--- config.mk ---
export PLATFORM = sky130hd
export DESIGN_NAME = hpc_config_bytes
export DESIGN_NICKNAME = d
export VERILOG_FILES = /design/src/hdl/hpc_pkg.sv /design/src/hdl/hpc_config_bytes.sv
export VERILOG_INCLUDE_DIRS = /design/src /design/src/hdl
export SDC_FILE = /design/constraint.sdc
export NUM_CORES = 1
export LEC_CHECK = 0
export BUFFER_PORTS_ARGS = -buffer_cell sky130_fd_sc_hd__buf_2
export CORE_ASPECT_RATIO = 1.2
export CORE_MARGIN = 1.5
export CORE_UTILIZATION = 30
export CTS_CLUSTER_DIAMETER = 50
export DETAILED_ROUTE_END_ITERATION = 6
export MAX_ROUTING_LAYER = met4
export PLACE_DENSITY = 0.59
export SYNTH_ARGS = -nofsm -noshare
export SYNTH_HDL_FRONTEND = slang
export SYNTH_SLANG_ARGS = --single-unit
--- constraint.sdc ---
create_clock -name i_clk -period 4.3 [get_ports i_clk]
set_clock_uncertainty 0.15 [all_clocks]
set_input_delay 0.86 -clock i_clk [delete_from_list [all_inputs] [get_ports i_clk]]
set_output_delay 0.86 -clock i_clk [all_outputs]
set_load 0.05 [all_outputs]
--- src/hdl/hpc_consts.svh ---
`ifndef HPC_CONSTS_SVH
`define HPC_CONSTS_SVH

// Byte offsets of the configuration bytes
`define HPC_ADDR_SELF_MASK    8'h09
`define HPC_ADDR_BUS_MASK     8'h0a
`define HPC_ADDR_SELF_POWER   8'h0b
`define HPC_ADDR_BUS_POWER    8'h0c
`define HPC_ADDR_SELF_CURRENT 8'h0d
`define HPC_ADDR_BUS_CURRENT  8'h0e
`define HPC_ADDR_POWER_GOOD   8'h0f
`define HPC_ADDR_FIRST        8'h09
`define HPC_ADDR_LAST         8'h0f

// Index of each byte in the storage array
`define HPC_IDX_SELF_MASK     3'h0
`define HPC_IDX_BUS_MASK      3'h1
`define HPC_IDX_SELF_POWER    3'h2
`define HPC_IDX_BUS_POWER     3'h3
`define HPC_IDX_SELF_CURRENT  3'h4
`define HPC_IDX_BUS_CURRENT   3'h5
`define HPC_IDX_POWER_GOOD    3'h6
`define HPC_NUM_REGS          7

// Field layout of the port disable masks
`define HPC_PORT_LSB          1
`define HPC_PORT_MSB          4
`define HPC_PORT_BITS         8'h1e

// Reset values
`define HPC_RESET_BYTE        8'h00
`define HPC_CURRENT_DEFAULT   8'h32
`define HPC_CURRENT_DEF_MA    9'h064

// Scale of one count: 2 mA and 2 ms
`define HPC_UNIT_MA           9'h002
`define HPC_UNIT_MS           9'h002

`endif

--- src/hdl/hpc_pkg.sv ---
package hpc_pkg;

   typedef struct packed {
      logic       valid;
      logic [7:0] addr;
      logic [7:0] data;
   } hpc_wr_req_t;

   typedef struct packed {
      logic       valid;
      logic [7:0] addr;
   } hpc_rd_req_t;

   typedef struct packed {
      logic       self_powered;
      logic [3:0] port_disable;
      logic [7:0] total_power;
      logic [7:0] ctrl_current;
      logic [7:0] power_good_delay;
   } hpc_power_cfg_t;

endpackage

--- src/hdl/hpc_config_bytes.sv ---
// Notes on behaviour
// - Self mode uses self mask, bits 4:1.
// - Bus mode uses bus mask, bits 4:1.
// - Mask bits 7:5 and 0 held zero.
// - Self total power counts 2 mA each.
// - Bus total power counts 2 mA each.
// - Count of 50 means 100 mA.
// - Self controller current counts 2 mA each.
// - Bus controller current counts 2 mA each.
// - Both controller currents reset to 50.
// - Power good delay counts 2 ms each.
// - Select bit or pin picks self/bus set.
`timescale 1ns/1ps
`default_nettype none
`include "hpc_consts.svh"

module hpc_config_bytes
   import hpc_pkg::*;
(
   input  wire logic           i_clk,
   input  wire logic           i_rst,
   input  wire logic           i_ce,
   input  wire hpc_wr_req_t    i_wr,
   input  wire hpc_rd_req_t    i_rd,
   input  wire logic           i_power_source_select,
   input  wire logic           i_dynamic_enable,
   input  wire logic           i_self_pwr_pin,
   output logic [7:0]          o_rdata,
   output logic                o_rvalid,
   output hpc_power_cfg_t      o_cfg,
   output logic [8:0]          o_total_power_ma,
   output logic [8:0]          o_ctrl_current_ma,
   output logic [8:0]          o_power_good_ms
);

   logic           pin_s1_q;
   logic           pin_s2_q;
   logic           pin_s1_d;
   logic           pin_s2_d;
   logic [7:0]     regs_q [`HPC_NUM_REGS];
   logic [7:0]     regs_d [`HPC_NUM_REGS];
   logic [7:0]     wr_off;
   logic [7:0]     rd_off;
   logic           wr_hit;
   logic           rd_hit;
   logic           self_mode;
   hpc_power_cfg_t cfg_d;
   logic [8:0]     total_ma_d;
   logic [8:0]     current_ma_d;
   logic [8:0]     delay_ms_d;
   logic [7:0]     rdata_d;
   logic           rvalid_d;

   // Self-power sense pin synchroniser
   always_comb begin
      pin_s1_d = pin_s1_q;
      pin_s2_d = pin_s2_q;
      if (i_ce) begin
         pin_s1_d = i_self_pwr_pin;
         pin_s2_d = pin_s1_q;
      end
   end

   always_ff @(posedge i_clk or posedge i_rst) begin
      if (i_rst) begin
         pin_s1_q <= 1'b0;
         pin_s2_q <= 1'b0;
      end else begin
         pin_s1_q <= pin_s1_d;
         pin_s2_q <= pin_s2_d;
      end
   end

   // Configuration byte storage
   always_comb begin
      wr_off = i_wr.addr - `HPC_ADDR_FIRST;
      wr_hit = i_ce && i_wr.valid && (i_wr.addr >= `HPC_ADDR_FIRST)
               && (i_wr.addr <= `HPC_ADDR_LAST);
      for (int i = 0; i < `HPC_NUM_REGS; i++) begin
         regs_d[i] = regs_q[i];
         if (wr_hit && (wr_off[2:0] == 3'(i))) begin
            regs_d[i] = i_wr.data;
         end
      end
      // Reserved mask bits never stored
      regs_d[`HPC_IDX_SELF_MASK] = regs_d[`HPC_IDX_SELF_MASK]
                                   & `HPC_PORT_BITS;
      regs_d[`HPC_IDX_BUS_MASK]  = regs_d[`HPC_IDX_BUS_MASK]
                                   & `HPC_PORT_BITS;
   end

   always_ff @(posedge i_clk or posedge i_rst) begin
      if (i_rst) begin
         for (int i = 0; i < `HPC_NUM_REGS; i++) begin
            regs_q[i] <= `HPC_RESET_BYTE;
         end
         regs_q[`HPC_IDX_SELF_CURRENT] <= `HPC_CURRENT_DEFAULT;
         regs_q[`HPC_IDX_BUS_CURRENT]  <= `HPC_CURRENT_DEFAULT;
      end else begin
         regs_q <= regs_d;
      end
   end

   // Selected configuration towards the hub core
   always_comb begin
      self_mode = i_dynamic_enable ? pin_s2_q
                                   : i_power_source_select;
      cfg_d = o_cfg;
      total_ma_d = o_total_power_ma;
      current_ma_d = o_ctrl_current_ma;
      delay_ms_d = o_power_good_ms;
      if (i_ce) begin
         cfg_d.self_powered = self_mode;
         if (self_mode) begin
            cfg_d.port_disable = regs_q[`HPC_IDX_SELF_MASK]
                                 [`HPC_PORT_MSB:`HPC_PORT_LSB];
            cfg_d.total_power  = regs_q[`HPC_IDX_SELF_POWER];
            cfg_d.ctrl_current = regs_q[`HPC_IDX_SELF_CURRENT];
         end else begin
            cfg_d.port_disable = regs_q[`HPC_IDX_BUS_MASK]
                                 [`HPC_PORT_MSB:`HPC_PORT_LSB];
            cfg_d.total_power  = regs_q[`HPC_IDX_BUS_POWER];
            cfg_d.ctrl_current = regs_q[`HPC_IDX_BUS_CURRENT];
         end
         cfg_d.power_good_delay = regs_q[`HPC_IDX_POWER_GOOD];
         // Linear scale, 50 counts give 100 mA
         total_ma_d   = 9'(cfg_d.total_power) * `HPC_UNIT_MA;
         current_ma_d = 9'(cfg_d.ctrl_current) * `HPC_UNIT_MA;
         delay_ms_d   = 9'(cfg_d.power_good_delay)
                        * `HPC_UNIT_MS;
      end
   end

   always_ff @(posedge i_clk or posedge i_rst) begin
      if (i_rst) begin
         o_cfg             <= '0;
         o_total_power_ma  <= '0;
         o_ctrl_current_ma <= '0;
         o_power_good_ms   <= '0;
      end else begin
         o_cfg             <= cfg_d;
         o_total_power_ma  <= total_ma_d;
         o_ctrl_current_ma <= current_ma_d;
         o_power_good_ms   <= delay_ms_d;
      end
   end

   // Read port, unmapped offsets answer zero
   always_comb begin
      rd_off = i_rd.addr - `HPC_ADDR_FIRST;
      rd_hit = (i_rd.addr >= `HPC_ADDR_FIRST)
               && (i_rd.addr <= `HPC_ADDR_LAST);
      rdata_d = o_rdata;
      rvalid_d = o_rvalid;
      if (i_ce) begin
         rvalid_d = i_rd.valid;
         if (i_rd.valid) begin
            rdata_d = `HPC_RESET_BYTE;
            for (int i = 0; i < `HPC_NUM_REGS; i++) begin
               if (rd_hit && (rd_off[2:0] == 3'(i))) begin
                  rdata_d = regs_q[i];
               end
            end
         end
      end
   end

   always_ff @(posedge i_clk or posedge i_rst) begin
      if (i_rst) begin
         o_rdata  <= '0;
         o_rvalid <= 1'b0;
      end else begin
         o_rdata  <= rdata_d;
         o_rvalid <= rvalid_d;
      end
   end

   self_mask_sel_a: assert property (
      @(posedge i_clk) disable iff (i_rst)
      $past(i_ce) && $past(self_mode)
      |-> o_cfg.port_disable == $past(regs_q[`HPC_IDX_SELF_MASK]
                                      [`HPC_PORT_MSB:`HPC_PORT_LSB]))
      else $error("Self mask not applied in self mode");

   bus_mask_sel_a: assert property (
      @(posedge i_clk) disable iff (i_rst)
      $past(i_ce) && !$past(self_mode)
      |-> o_cfg.port_disable == $past(regs_q[`HPC_IDX_BUS_MASK]
                                      [`HPC_PORT_MSB:`HPC_PORT_LSB]))
      else $error("Bus mask not applied in bus mode");

   mask_reserved_a: assert property (
      @(posedge i_clk) disable iff (i_rst)
      i_ce && i_wr.valid && (i_wr.addr == `HPC_ADDR_SELF_MASK
                             || i_wr.addr == `HPC_ADDR_BUS_MASK)
      |=> (regs_q[`HPC_IDX_SELF_MASK] & ~`HPC_PORT_BITS) == 8'h00
          && (regs_q[`HPC_IDX_BUS_MASK] & ~`HPC_PORT_BITS) == 8'h00
          && ($past(i_wr.data) & `HPC_PORT_BITS)
             == (($past(i_wr.addr) == `HPC_ADDR_SELF_MASK)
                 ? regs_q[`HPC_IDX_SELF_MASK]
                 : regs_q[`HPC_IDX_BUS_MASK]))
      else $error("Reserved mask bits stored or mask lost");

   total_power_ma_a: assert property (
      @(posedge i_clk) disable iff (i_rst)
      $past(i_ce) && !$past(i_rst)
      |-> o_total_power_ma == ($past(self_mode)
          ? 9'($past(regs_q[`HPC_IDX_SELF_POWER]))
          : 9'($past(regs_q[`HPC_IDX_BUS_POWER]))) * `HPC_UNIT_MA)
      else $error("Total power not scaled by 2 mA");

   bus_power_sel_a: assert property (
      @(posedge i_clk) disable iff (i_rst)
      $past(i_ce) && !$past(self_mode)
      |-> o_cfg.total_power == $past(regs_q[`HPC_IDX_BUS_POWER]))
      else $error("Bus total power not selected");

   fifty_is_100ma_a: assert property (
      @(posedge i_clk) disable iff (i_rst)
      o_cfg.ctrl_current == `HPC_CURRENT_DEFAULT
      |-> o_ctrl_current_ma == `HPC_CURRENT_DEF_MA)
      else $error("Count of 50 not reported as 100 mA");

   ctrl_current_sel_a: assert property (
      @(posedge i_clk) disable iff (i_rst)
      $past(i_ce) && !$past(i_rst)
      |-> o_cfg.ctrl_current == ($past(self_mode)
          ? $past(regs_q[`HPC_IDX_SELF_CURRENT])
          : $past(regs_q[`HPC_IDX_BUS_CURRENT])))
      else $error("Controller current from wrong set");

   current_default_a: assert property (
      @(posedge i_clk)
      $past(i_rst) && !i_rst
      |-> regs_q[`HPC_IDX_SELF_CURRENT] == `HPC_CURRENT_DEFAULT
          && regs_q[`HPC_IDX_BUS_CURRENT] == `HPC_CURRENT_DEFAULT)
      else $error("Controller current default not 50");

   delay_ms_a: assert property (
      @(posedge i_clk) disable iff (i_rst)
      $past(i_ce) && !$past(i_rst)
      |-> o_power_good_ms
          == 9'($past(regs_q[`HPC_IDX_POWER_GOOD])) * `HPC_UNIT_MS)
      else $error("Power good delay not scaled by 2 ms");

   select_bit_a: assert property (
      @(posedge i_clk) disable iff (i_rst)
      $past(i_ce) && !$past(i_dynamic_enable) && !$past(i_rst)
      |-> o_cfg.self_powered == $past(i_power_source_select))
      else $error("Select bit ignored without dynamic switching");

   select_pin_a: assert property (
      @(posedge i_clk) disable iff (i_rst)
      $past(i_ce) && $past(i_ce, 2) && $past(i_ce, 3)
      && $past(i_dynamic_enable)
      && !$past(i_rst) && !$past(i_rst, 2) && !$past(i_rst, 3)
      |-> o_cfg.self_powered == $past(i_self_pwr_pin, 3))
      else $error("Sense pin not used with dynamic switching");

   read_back_a: assert property (
      @(posedge i_clk) disable iff (i_rst)
      i_ce && i_rd.valid && i_rd.addr == `HPC_ADDR_POWER_GOOD
      |=> o_rvalid && o_rdata == $past(regs_q[`HPC_IDX_POWER_GOOD]))
      else $error("Read back differs from stored byte");

   freeze_a: assert property (
      @(posedge i_clk) disable iff (i_rst)
      !$past(i_ce) |-> $stable(o_cfg) && $stable(o_rvalid))
      else $error("State moved with clock enable low");

   self_power_sel_a: assert property (
      @(posedge i_clk) disable iff (i_rst)
      $past(i_ce) && $past(self_mode) && !$past(i_rst)
      |-> o_cfg.total_power == $past(regs_q[`HPC_IDX_SELF_POWER]))
      else $error("Self total power not selected");

   current_ma_a: assert property (
      @(posedge i_clk) disable iff (i_rst)
      $past(i_ce) && !$past(i_rst)
      |-> o_ctrl_current_ma == ($past(self_mode)
          ? 9'($past(regs_q[`HPC_IDX_SELF_CURRENT]))
          : 9'($past(regs_q[`HPC_IDX_BUS_CURRENT]))) * `HPC_UNIT_MA)
      else $error("Controller current not scaled by 2 mA");

   delay_shared_a: assert property (
      @(posedge i_clk) disable iff (i_rst)
      $past(i_ce) && !$past(i_rst)
      |-> o_cfg.power_good_delay == $past(regs_q[`HPC_IDX_POWER_GOOD]))
      else $error("Power good delay not passed on unchanged");

   mask_read_a: assert property (
      @(posedge i_clk) disable iff (i_rst)
      i_ce && i_rd.valid && (i_rd.addr == `HPC_ADDR_SELF_MASK
                             || i_rd.addr == `HPC_ADDR_BUS_MASK)
      |=> o_rvalid && (o_rdata & ~`HPC_PORT_BITS) == 8'h00)
      else $error("Reserved mask bits read back as one");

   freeze_out_a: assert property (
      @(posedge i_clk) disable iff (i_rst)
      !$past(i_ce) |-> $stable(o_total_power_ma) && $stable(o_rdata)
          && $stable(o_ctrl_current_ma) && $stable(o_power_good_ms))
      else $error("Scaled outputs moved with clock enable low");

endmodule

`default_nettype wire

Word level (Yosys, flattened, before mapping)
Index checks and enable logic that the tools add are counted.
- add/sub/neg operators: 2
- $lt $le $gt $ge: 4
- equal/unequal tests: 12
- multiplexer cells: 9
- reduce and logical (&&, ||, !) cells: 21
- operator list (operator ; number):
    $mux 8 ; 6
    $mux 20 ; 1
    $eq 3x3->1 const B ; 6
    $logic_and 1x1->1 ; 18
    $ge 8x4->1 const B ; 2
    $le 8x4->1 const B ; 2
    $eq 3x2->1 const B ; 4
    $eq 3x1->1 const B ; 2
    $logic_not 3->1 ; 2
    $sub 3x1->3 const B ; 2
    $mux 5 ; 1
    $reduce_and 2->1 ; 1
    $mux 1 ; 1
- bits in registers: 88
- input bits: 32
- logic and storage cells: 64

Logic depth before layout (Yosys ltp)
Gate-level depths: netlist (run 1).
- word-level depth: 10
- mapped depth: 6
- mapped depth without buffers: 4

Least setup slack after synthesis (run 1)
Ideal clock, no wire load.
- kind: in2reg
- from: in i_wr[14] (netlist name)
- to: reg regs_q[16] (netlist name)
- setup time: 0.125 ns
- data arrival time: 2.442 ns
- required time: 4.025 ns
- slack: 1.584 ns
- stages: 5
- cell sequence: or4b_1 > nor3_4 > and4b_1 > buf_4 > mux2_2
- longest elaborated chain between the ends: 4
- elaborated cells on any way between the ends: 5
- those cells by class: 2 x order compare; 3 x reduce/logical
- ends and longest elaborated chain (what ; RTL line ; text):
    start, declared ; hpc_config_bytes.sv:23 ; input wire hpc_wr_req_t i_wr,
    $ge 8x4->1 (no line) ; -- ;
    $logic_and 1x1->1 ; hpc_config_bytes.sv:77 ; wr_hit = i_ce && i_wr.valid && (i_wr.addr >= `HPC_ADDR_FIRST)
    $logic_and 1x1->1 (*) ; hpc_config_bytes.sv:77 ;
    $logic_and 1x1->1 (*) ; hpc_config_bytes.sv:81 ; if (wr_hit && (wr_off[2:0] == 3'(i))) begin
    end signal, assigned by index ; hpc_config_bytes.sv:95 ; regs_q[i] <= `HPC_RESET_BYTE;
    end signal, assigned by index ; hpc_config_bytes.sv:97 ; regs_q[`HPC_IDX_SELF_CURRENT] <= `HPC_CURRENT_DEFAULT;
    end signal, assigned by index ; hpc_config_bytes.sv:98 ; regs_q[`HPC_IDX_BUS_CURRENT] <= `HPC_CURRENT_DEFAULT;
    end, declared ; hpc_config_bytes.sv:40 ; logic [7:0] regs_q [`HPC_NUM_REGS];
Mark *: on every way between the ends. The rest lies on a longest branch, timed or not.
A chain may end at the register's enable or synchronous reset.

Final worst setup path (run 1)
- from: in i_wr[14] (netlist name)
- to: reg regs_q[25] (netlist name)
The elaborated chain is that of the path after synthesis.

==> results of run 1 <==
## layer usage
metal	up-vias	routed length, µm	track usage
li1	1390	-	-
met1	1430	4256	0.1713
met2	62	4990	0.2253
met3	15	287	0.02684
met4	0	195	0.05345
met5	-	0	-
## cell type report
type | instances | area share
clock buffer | 9 | 0.04492
inverter | 2 | 0.001747
clock inverter | 7 | 0.01922
timing repair buffer | 97 | 0.09883
sequential | 88 | 0.4407
multi-input combinational | 224 | 0.3519
tap | 171 | 0.04268
## registers in the layout, indices dropped and copies added (netlist names)
name               count
regs_q                48
o_cfg                 13
o_ctrl_current_ma      8
o_power_good_ms        8
o_rdata                8
o_rvalid               1
pin_s1_q               1
pin_s2_q               1
## worst max-delay path, delay by kind of cell
kind / cells / cell delay (ns)
compound gates: 1 / 0.52
simple gates: 2 / 0.92
mux: 1 / 0.39
buf+inv: 1 / 0.09
## cells by family (layout without fill, tap and decap cells)
kind of cell,after synthesis,count (layout),synth area share
AOI/OAI and AO/OA,63,63,0.09010
adders and majority gates,1,1,0.002954
buffers and inverters,46,115,0.06647
DFF,88,88,0.5217
muxes,87,87,0.2245
other,1,3,0.0008854
and+or+nand+nor,70,70,0.09335
## power by group through the flow
stage               logic, W  registers (W)  clock network [W]
finish              0.000316       0.000891           0.000836
global route        0.000338       0.000897           0.000894
CTS                 0.000321       0.000892           0.000857
detailed placement  0.000321       0.000907                  0
global placement    0.000318       0.000906                  0
floorplan           0.000181       0.000972                  0
## worst paths after layout
path | from | to | slack [ns] | cells past startpoint
min in group asynchronous | i_rst | o_ctrl_current_ma[6] | 0.57 | 2
worst max register to register | pin_s2_q | o_cfg[24] | 2.29 | 3
max in group asynchronous | i_rst | regs_q[20] | 2.55 | 3
worst min register to register | o_rdata[4] | o_rdata[4] | 0.33 | 2
worst max-delay path | i_wr[14] | regs_q[25] | 1.59 | 5
worst min-delay path | o_rdata[4] | o_rdata[4] | 0.33 | 2
## cell usage in the layout (no fill, tap or decap), drive strengths merged, types with 2 or more instances in the layout
| cell type | instances |
|---|---|
| and2 | 3 |
| mux2 | 64 |
| a2bb2oi | 4 |
| nand4b | 5 |
| nand2 | 16 |
| nand3 | 2 |
| mux2i | 23 |
| a21o | 3 |
| o31ai | 4 |
| dfstp | 6 |
| clkbuf | 9 |
| dfrtp | 82 |
| o22ai | 5 |
| a21oi | 28 |
| and4bb | 2 |
| buf | 97 |
| bufinv | 2 |
| nor2 | 28 |
| nand2b | 2 |
| conb | 3 |
| clkinv | 3 |
| clkinvlp | 3 |
| nor2b | 4 |
| and3 | 3 |
| o21ai | 12 |
| a221oi | 3 |
## stage by stage
step / setup WS [ns] / hold slack, ns
6_report: 1.589 / 0.3315
5_1_grt: 1.463 / 0.3680
4_1_cts: 1.573 / 0.3368
3_5_place_dp: 1.209 / 0.3225
3_3_place_gp: 1.261 / 0.3266
2_1_floorplan: 1.021 / 0.3250
==> impl_metrics.toml, run 1 <==
[final_layout]
area_growth_syn_to_layout_pct = 18.38
instances_no_fill = 598
multi_input_area_um2 = 1764
fin_nets = 455
antenna_cells = 0
num-fill-cells = 1345
final_core_util = 0.3628
final_layout_size_suffix_gt1_frac = 0.4426
ff_latch_area_um2 = 2210
design_area_um2 = 5014

[yosys]
synth.most_common_cell = "dfrtp_1"
yosys-top-cells-area = "dfrtp_1 (48%), mux2_2 (17%), mux2i_1 (5.4%), buf_4 (5.1%), dfstp_2 (3.7%)"
syn_inst = 356
ys_seq_area_frac = 0.5217
avgSynthCellArea_um2 = 11.90
ys_ff_latch = 88
netlist_area_um2 = 4235
synth-main-ff-cell = "dfrtp_1"
ys_top_cells_by_count = "dfrtp_1 (82), mux2_2 (64), buf_4 (29)"
synth_warnings = 0
synth_area_leader_cell = "dfrtp_1"
synthArstFlopShare = 1.000
netlist.area_leader.share = 0.4845
synth.distinct_cells = 37
synth-edff-count = 0

[clock_network]
cts_buffers = 9
clock-sinks = 88
tritoncts = "built"
h-tree-depth = 3
cts_resized = 0
cts.path.max_buffers = 2
clkLatencyLatePin_ns = 0.34
holdBufCountCts = 0
clockRootBuffer = "clkbuf_16"
cts_setup_buffers = 0
clk_pin_slew_worst_paths_ns = 0.06

[placement]
placed_area_um2 = 4692
place.gp.congestion = 0.7869
portBuffers = 93
hpwl_um = 7157
dp_cells = 582

[timing]
relSlewSlack = 0.2616
worst_pin_slew_ns = 1.084
hold_viol = 0
min_period_over_period = 0.6305
finalSetupViolations = 0
fin_crit_ns = 2.711
fin_tns_setup_ns = 0
grt_setup_unrepaired = "false"
slew_viol_final = 0
fmax_mhz = 368.8

[worst_setup_path]
crit_path_top_delay_cell = "or4b_1"
cp.required_ns = 4.37
critPathCaptureType = "flip-flop"
worstSetupPathType = "in2reg"
arrival_ns = 2.79
critPathMaxStageDelay_ns = 0.56
critPathMaxFanout = 8
crit_chain = "buf_2, or4b_1, nor3_4, o311a_1, mux2_2"
startpoint_type = "input pin"

[routing]
remaining_drc_errors = 0
via_per_inst = 4.844
ant_nets = 0
routed_wl_um = 9729
drt_iter0_drc = 114
vias = 2897
firstDrtPassIters = 4
routedWlPerCell_um = 16.27

[pwr]
pwr-share-seq = 0.436
peakVddDrop_v = 0.0001517
power_frac_comb = 0.155
leakage_nw = 2.546
switching_power_w = 0.0005832
clockPowerShare = 0.409
powerDensity_nw_per_um2 = 407.6
p_int_w = 0.001460
switching_share = 0.2854
p_total_w = 0.002044

[job]
max-cap-violations = 0

[global_route]
gr-total-overflow = 0
grt_pass1_wl_um = 15530
grt_usage = 0.1386
grt_antenna_before_repair = 0
grt_max_degree = 60
grt_pass1_vias = 2861

[floorplanning]
start_util = 0.3065
dieArea_um2 = 14840
core-area_um2 = 13820
die_h_um = 133.2
die_w_um = 111.5
rows = 47
ios = 97

[min_path]
min_path_type = "reg2reg"

[outcome]
outcome = "completed"
No activity file was read; power rests on OpenSTA's default activity.
==> run 2, diff against run 1 <==
- clock period: 4.3 -> 2.85 ns (I/O delays scaled with it)
==> run 2 against run 1 <==
Net effect: final area is 0.40% lower; die area stayed put; routed wire length grew 2.7%; sequential cell count did not move; sequential power up 50%; clock power up 30%; clock-buffer cell count up 5; cell count is 0.17% higher; first-iteration DRC count is 1.8% lower; non-clock buffer count increased by 2; global-route usage grew 0.33 points; core utilization fell by 0.14 points; largest cell class unchanged.
==> impl_metrics.toml, run 2 (same netlist as run 1, synthesis figures left out) <==
[worst_setup_path]
timing.rr.start = "pin_s2_q"
arrival_ns = 2.50
critPathMaxFanout = 8
cp_top_family = "simple AND/OR/NAND/NOR gates"
crit_chain = "buf_2, or4b_1, nor3_4, o311a_1, mux2_2"
crit_path_top_delay_cell = "or4b_1"
critPathCaptureType = "flip-flop"
critPathMaxStageDelay_ns = 0.56
rrSetupSlack_ns = 1.22
startpoint_type = "input pin"
worstRegToRegCells = 4
worstPathBufferInverterCount = 1
cp.required_ns = 2.92
worstSetupPathType = "in2reg"
r2r_end = "o_ctrl_current_ma[5]"

[final_layout]
mostFrequentLayoutCells = "buf_2 (93), dfrtp_1 (82), mux2_2 (64)"
area_growth_syn_to_layout_pct = 17.90
largest_register_ffs = 48
final_layout_size_suffix_gt1_frac = 0.4346
antenna_cells = 0
final_common_cell = "buf_2"
reg_top3 = "regs_q x48, o_cfg x13"
fin_nets = 457
instances_no_fill = 599
regMostFlops = "regs_q"

[routing]
remaining_drc_errors = 0
firstDrtPassIters = 4
vias = 2970
via_per_inst = 4.958
ant_nets = 0
routed_wl_um = 9994
routedWlPerCell_um = 16.68
drt_iter0_drc = 112

[global_route]
grt_pass1_vias = 3008
grt_antenna_before_repair = 0
grt_usage = 0.1419
grt_pass1_wl_um = 15970
gr-total-overflow = 0
grt_max_degree = 60

[floorplanning]
ios = 97
die_w_um = 111.5
rows = 47
core-area_um2 = 13820
dieArea_um2 = 14840
start_util = 0.3065
die_h_um = 133.2

[clock_network]
clk_pin_slew_worst_paths_ns = 0.06
clock-sinks = 88
tritoncts = "built"
clockRootBuffer = "clkbuf_16"
h-tree-depth = 3
clkLatencyLatePin_ns = 0.34
cts_buffers = 9
cts_setup_buffers = 0
cts.path.max_buffers = 2

[pwr]
powerDensity_nw_per_um2 = 584.7
p_total_w = 0.002920
peakVddDrop_v = 0.0002598
leakage_nw = 2.541

[placement]
dp_cells = 583
place.gp.congestion = 0.7884
pre_cts_ws_ns = 0.06503
hpwl_um = 7332
portBuffers = 93

[timing]
min_period_over_period = 0.8538
fin_ws_ns = 0.4167
fin_tns_setup_ns = 0
worst_pin_slew_ns = 0.5740
fin_crit_ns = 2.433
finalSetupViolations = 0
hold_viol = 0
fmax_mhz = 411.0
slew_viol_final = 0
relSlewSlack = 0.6165
grt_setup_unrepaired = "false"

[min_path]
min_from = "i_self_pwr_pin"
min_to = "pin_s1_q"
min_path_type = "in2reg"
holdPathStages = 2

[outcome]
outcome = "completed"

[job]
max-cap-violations = 0
run 2: cell count changes in the layout (fill, tap and decap cells not counted), moves of 2 or more:
cell / previous run / this run
bufinv_16: 2 / 0
clkbuf_1: 0 / 3
clkbuf_8: 0 / 2
clkinvlp_4: 3 / 1
run 2: report_power, final:
part	leakage [nW]	total, W	internal, W	switching (W)
Clock	0.133	0.00109	0.000633	0.000458
Combinational	1.25	0.000485	0.000134	0.000350
Sequential	1.16	0.00134	0.00131	0.0000389
run 2: cell type report:
type                    instances  area, µm²
well taps                     171      214.0
fillers                      1348       8826
multi-input cells             224       1764
flip-flops and latches         88       2210
clock inverters                 1      5.005
inverters                       2      11.26
repair buffers                 99      525.5
clock buffers                  14      264.0
run 2: how the worst max path moves through the flow:
stage | start | endpoint | cells past startpoint
floorplan | i_wr[14] | regs_q[16] | 5
global placement | i_wr[14] | regs_q[30] | 5
detailed placement | i_wr[14] | regs_q[24] | 5
CTS | i_wr[14] | regs_q[25] | 5
global route | i_wr[14] | regs_q[24] | 5
finish | i_wr[14] | regs_q[25] | 5
run 2: worst register-to-register path: stages, from the launching register on:
cell and delay, ns:
dfrtp_1 0.40, mux2i_4 0.15, buf_4 0.38, mux2i_1 0.31
a21oi_1 0.10
run 2: metal layers:
layer,GRT usage,routed length [µm],up-vias
met5,-,0,-
met3,0.02275,302,16
li1,-,-,1387
met2,0.2359,5152,72
met1,0.1725,4334,1495
met4,0.05837,205,0
run 2: metrics by stage:
stage / hold slack (ns) / area (µm²) / utilization
floorplan: 0.3250 / 4247 / -
global placement: 0.3155 / 4715 / 0.3412
detailed placement: 0.3168 / 4715 / 0.3412
CTS: 0.3083 / 4994 / 0.3613
global route: 0.3218 / 4994 / 0.3613
finish: 0.3121 / 4994 / 0.3613
run 2: repair_timing:
item / in CTS / in global routing
hold endpoints to repair: 2 / 0
resized for setup: 0 / 0
hold buffers: 1 / 0
==> run 3, diff against run 2 <==
- PLACE_DENSITY: 0.59 -> not set
- PLACE_DENSITY_LB_ADDON: not set -> 0.08
==> run 3 against run 2 <==
Net effect: critical path depth stayed put; core utilization is 0.10 points higher; setup slack improved by 0.062 ns; worst hold slack worse by 0.095 ns; global-route usage grew 1.1 points; die area unchanged; via count fell by 0.91%; fmax grew 2.6%; routed wire length rose by 6.2%; critical path type unchanged; critical endpoint is now regs_q[14].
==> impl_metrics.toml, run 3 (same netlist as run 1, synthesis figures left out) <==
[clock_network]
clock-sinks = 88
h-tree-depth = 3
cts.path.max_buffers = 2
clkLatencyLatePin_ns = 0.34
holdBufCountCts = 0
clk_pin_slew_worst_paths_ns = 0.06
clockRootBuffer = "clkbuf_16"
cts_setup_buffers = 0
cts_buffers = 9
tritoncts = "built"
cts_resized = 0

[floorplanning]
dieArea_um2 = 14840
die_h_um = 133.2
rows = 47
die_w_um = 111.5
ios = 97
start_util = 0.3065
core-area_um2 = 13820

[global_route]
use_met3 = 0.03594
grt_use_met1 = 0.1850
grt_max_degree = 89
grt_usage = 0.1524
grt_antenna_before_repair = 0
grt_pass1_vias = 2928
grt.busiest_layer = "met2"
use_met2 = 0.2532
grt_pass1_wl_um = 16620
gr-total-overflow = 0

[final_layout]
instances_no_fill = 601
reg_top3 = "regs_q x48, o_cfg x13"
num-fill-cells = 1389
area_growth_syn_to_layout_pct = 18.23
final_common_cell = "buf_2"
mostFrequentLayoutCells = "buf_2 (93), dfrtp_1 (82), mux2_2 (64)"
fin_nets = 458
antenna_cells = 0
design_area_um2 = 5007
largest_register_ffs = 48
regMostFlops = "regs_q"
final_layout_size_suffix_gt1_frac = 0.4419

[worst_setup_path]
startpoint_type = "input pin"
arrival_ns = 2.44
critPathMaxStageDelay_ns = 0.56
critPathCaptureType = "flip-flop"
crit_chain = "buf_2, or4b_1, nor3_4, nand4b_2, mux2_2"
cp.required_ns = 2.92
worstSetupPathType = "in2reg"
crit_path_top_delay_cell = "or4b_1"
critPathMaxFanout = 8

[min_path]
min_path_type = "in2async"

[timing]
slew_viol_final = 0
finalSetupViolations = 0
relSlewSlack = 0.6421
fin_tns_setup_ns = 0
hold_viol = 0
min_period_over_period = 0.8320
fmax_mhz = 421.7
worst_pin_slew_ns = 0.5358
grt_setup_unrepaired = "false"
fin_crit_ns = 2.371
hold_ws_ns = 0.2171

[routing]
firstDrtPassIters = 4
drt_iter0_drc = 83
via_per_inst = 4.897
remaining_drc_errors = 0
vias = 2943
routed_wl_um = 10610
routedWlPerCell_um = 17.66
ant_nets = 0

[pwr]
powerDensity_nw_per_um2 = 587.6
leakage_nw = 2.551
peakVddDrop_v = 0.0003398

[outcome]
outcome = "completed"

[placement]
portBuffers = 93
placed_area_um2 = 4730
hpwl_um = 7569
place.gp.congestion = 0.7604
dp_cells = 585

[job]
max-cap-violations = 0
==> run 3: where the power goes <==
| part | total [W] | internal (W) | switching, W |
|---|---|---|---|
| Combinational | 0.000488 | 0.000134 | 0.000354 |
| Sequential | 0.00134 | 0.00131 | 0.0000370 |
| Clock | 0.00111 | 0.000636 | 0.000475 |
==> run 3: worst max-delay path, delay by kind of cell <==
family                 cells  cell delay, ns
buffers and inverters      1            0.09
multiplexers               1            0.41
AND/OR/NAND/NOR            3            1.37
==> run 3: layout make-up <==
cell class	instances	area (µm²)	share of cell area
Clock inverter	3	17.52	0.003498
Timing Repair Buffer	100	530.5	0.1059
Clock buffer	13	260.3	0.05197
Inverter	2	11.26	0.002249
Multi-Input combinational cell	224	1764	0.3523
Tap cell	171	214.0	0.04273
Sequential cell	88	2210	0.4413
==> run 3: final timing paths <==
path	end	depth (start not counted)	startpoint	slack [ns]
worst min register to register	o_rdata[4]	2	o_rdata[4]	0.32
worst min-delay path	regs_q[37]	3	i_rst	0.22
min in group i_clk	pin_s1_q	2	i_self_pwr_pin	0.31
max in group asynchronous	regs_q[17]	3	i_rst	1.95
worst max register to register	o_cfg[27]	4	pin_s2_q	1.14
worst max-delay path	regs_q[14]	5	i_wr[14]	0.48
==> run 3: stage by stage <==
step	util	total power (W)	setup WS [ns]
5_1_grt	0.3623	0.003077	0.4304
2_1_floorplan	-	0.001740	0.4236
3_5_place_dp	0.3422	0.001864	0.1063
4_1_cts	0.3623	0.002998	0.4697
6_report	0.3623	0.002942	0.4789
3_3_place_gp	0.3422	0.001862	0.09171
==> run 3: metal layers <==
layer | share of wire | vias up
met4 | 0.012 | 0
met1 | 0.43 | 1477
met3 | 0.036 | 7
li1 | - | 1392
met5 | 0 | -
met2 | 0.52 | 67
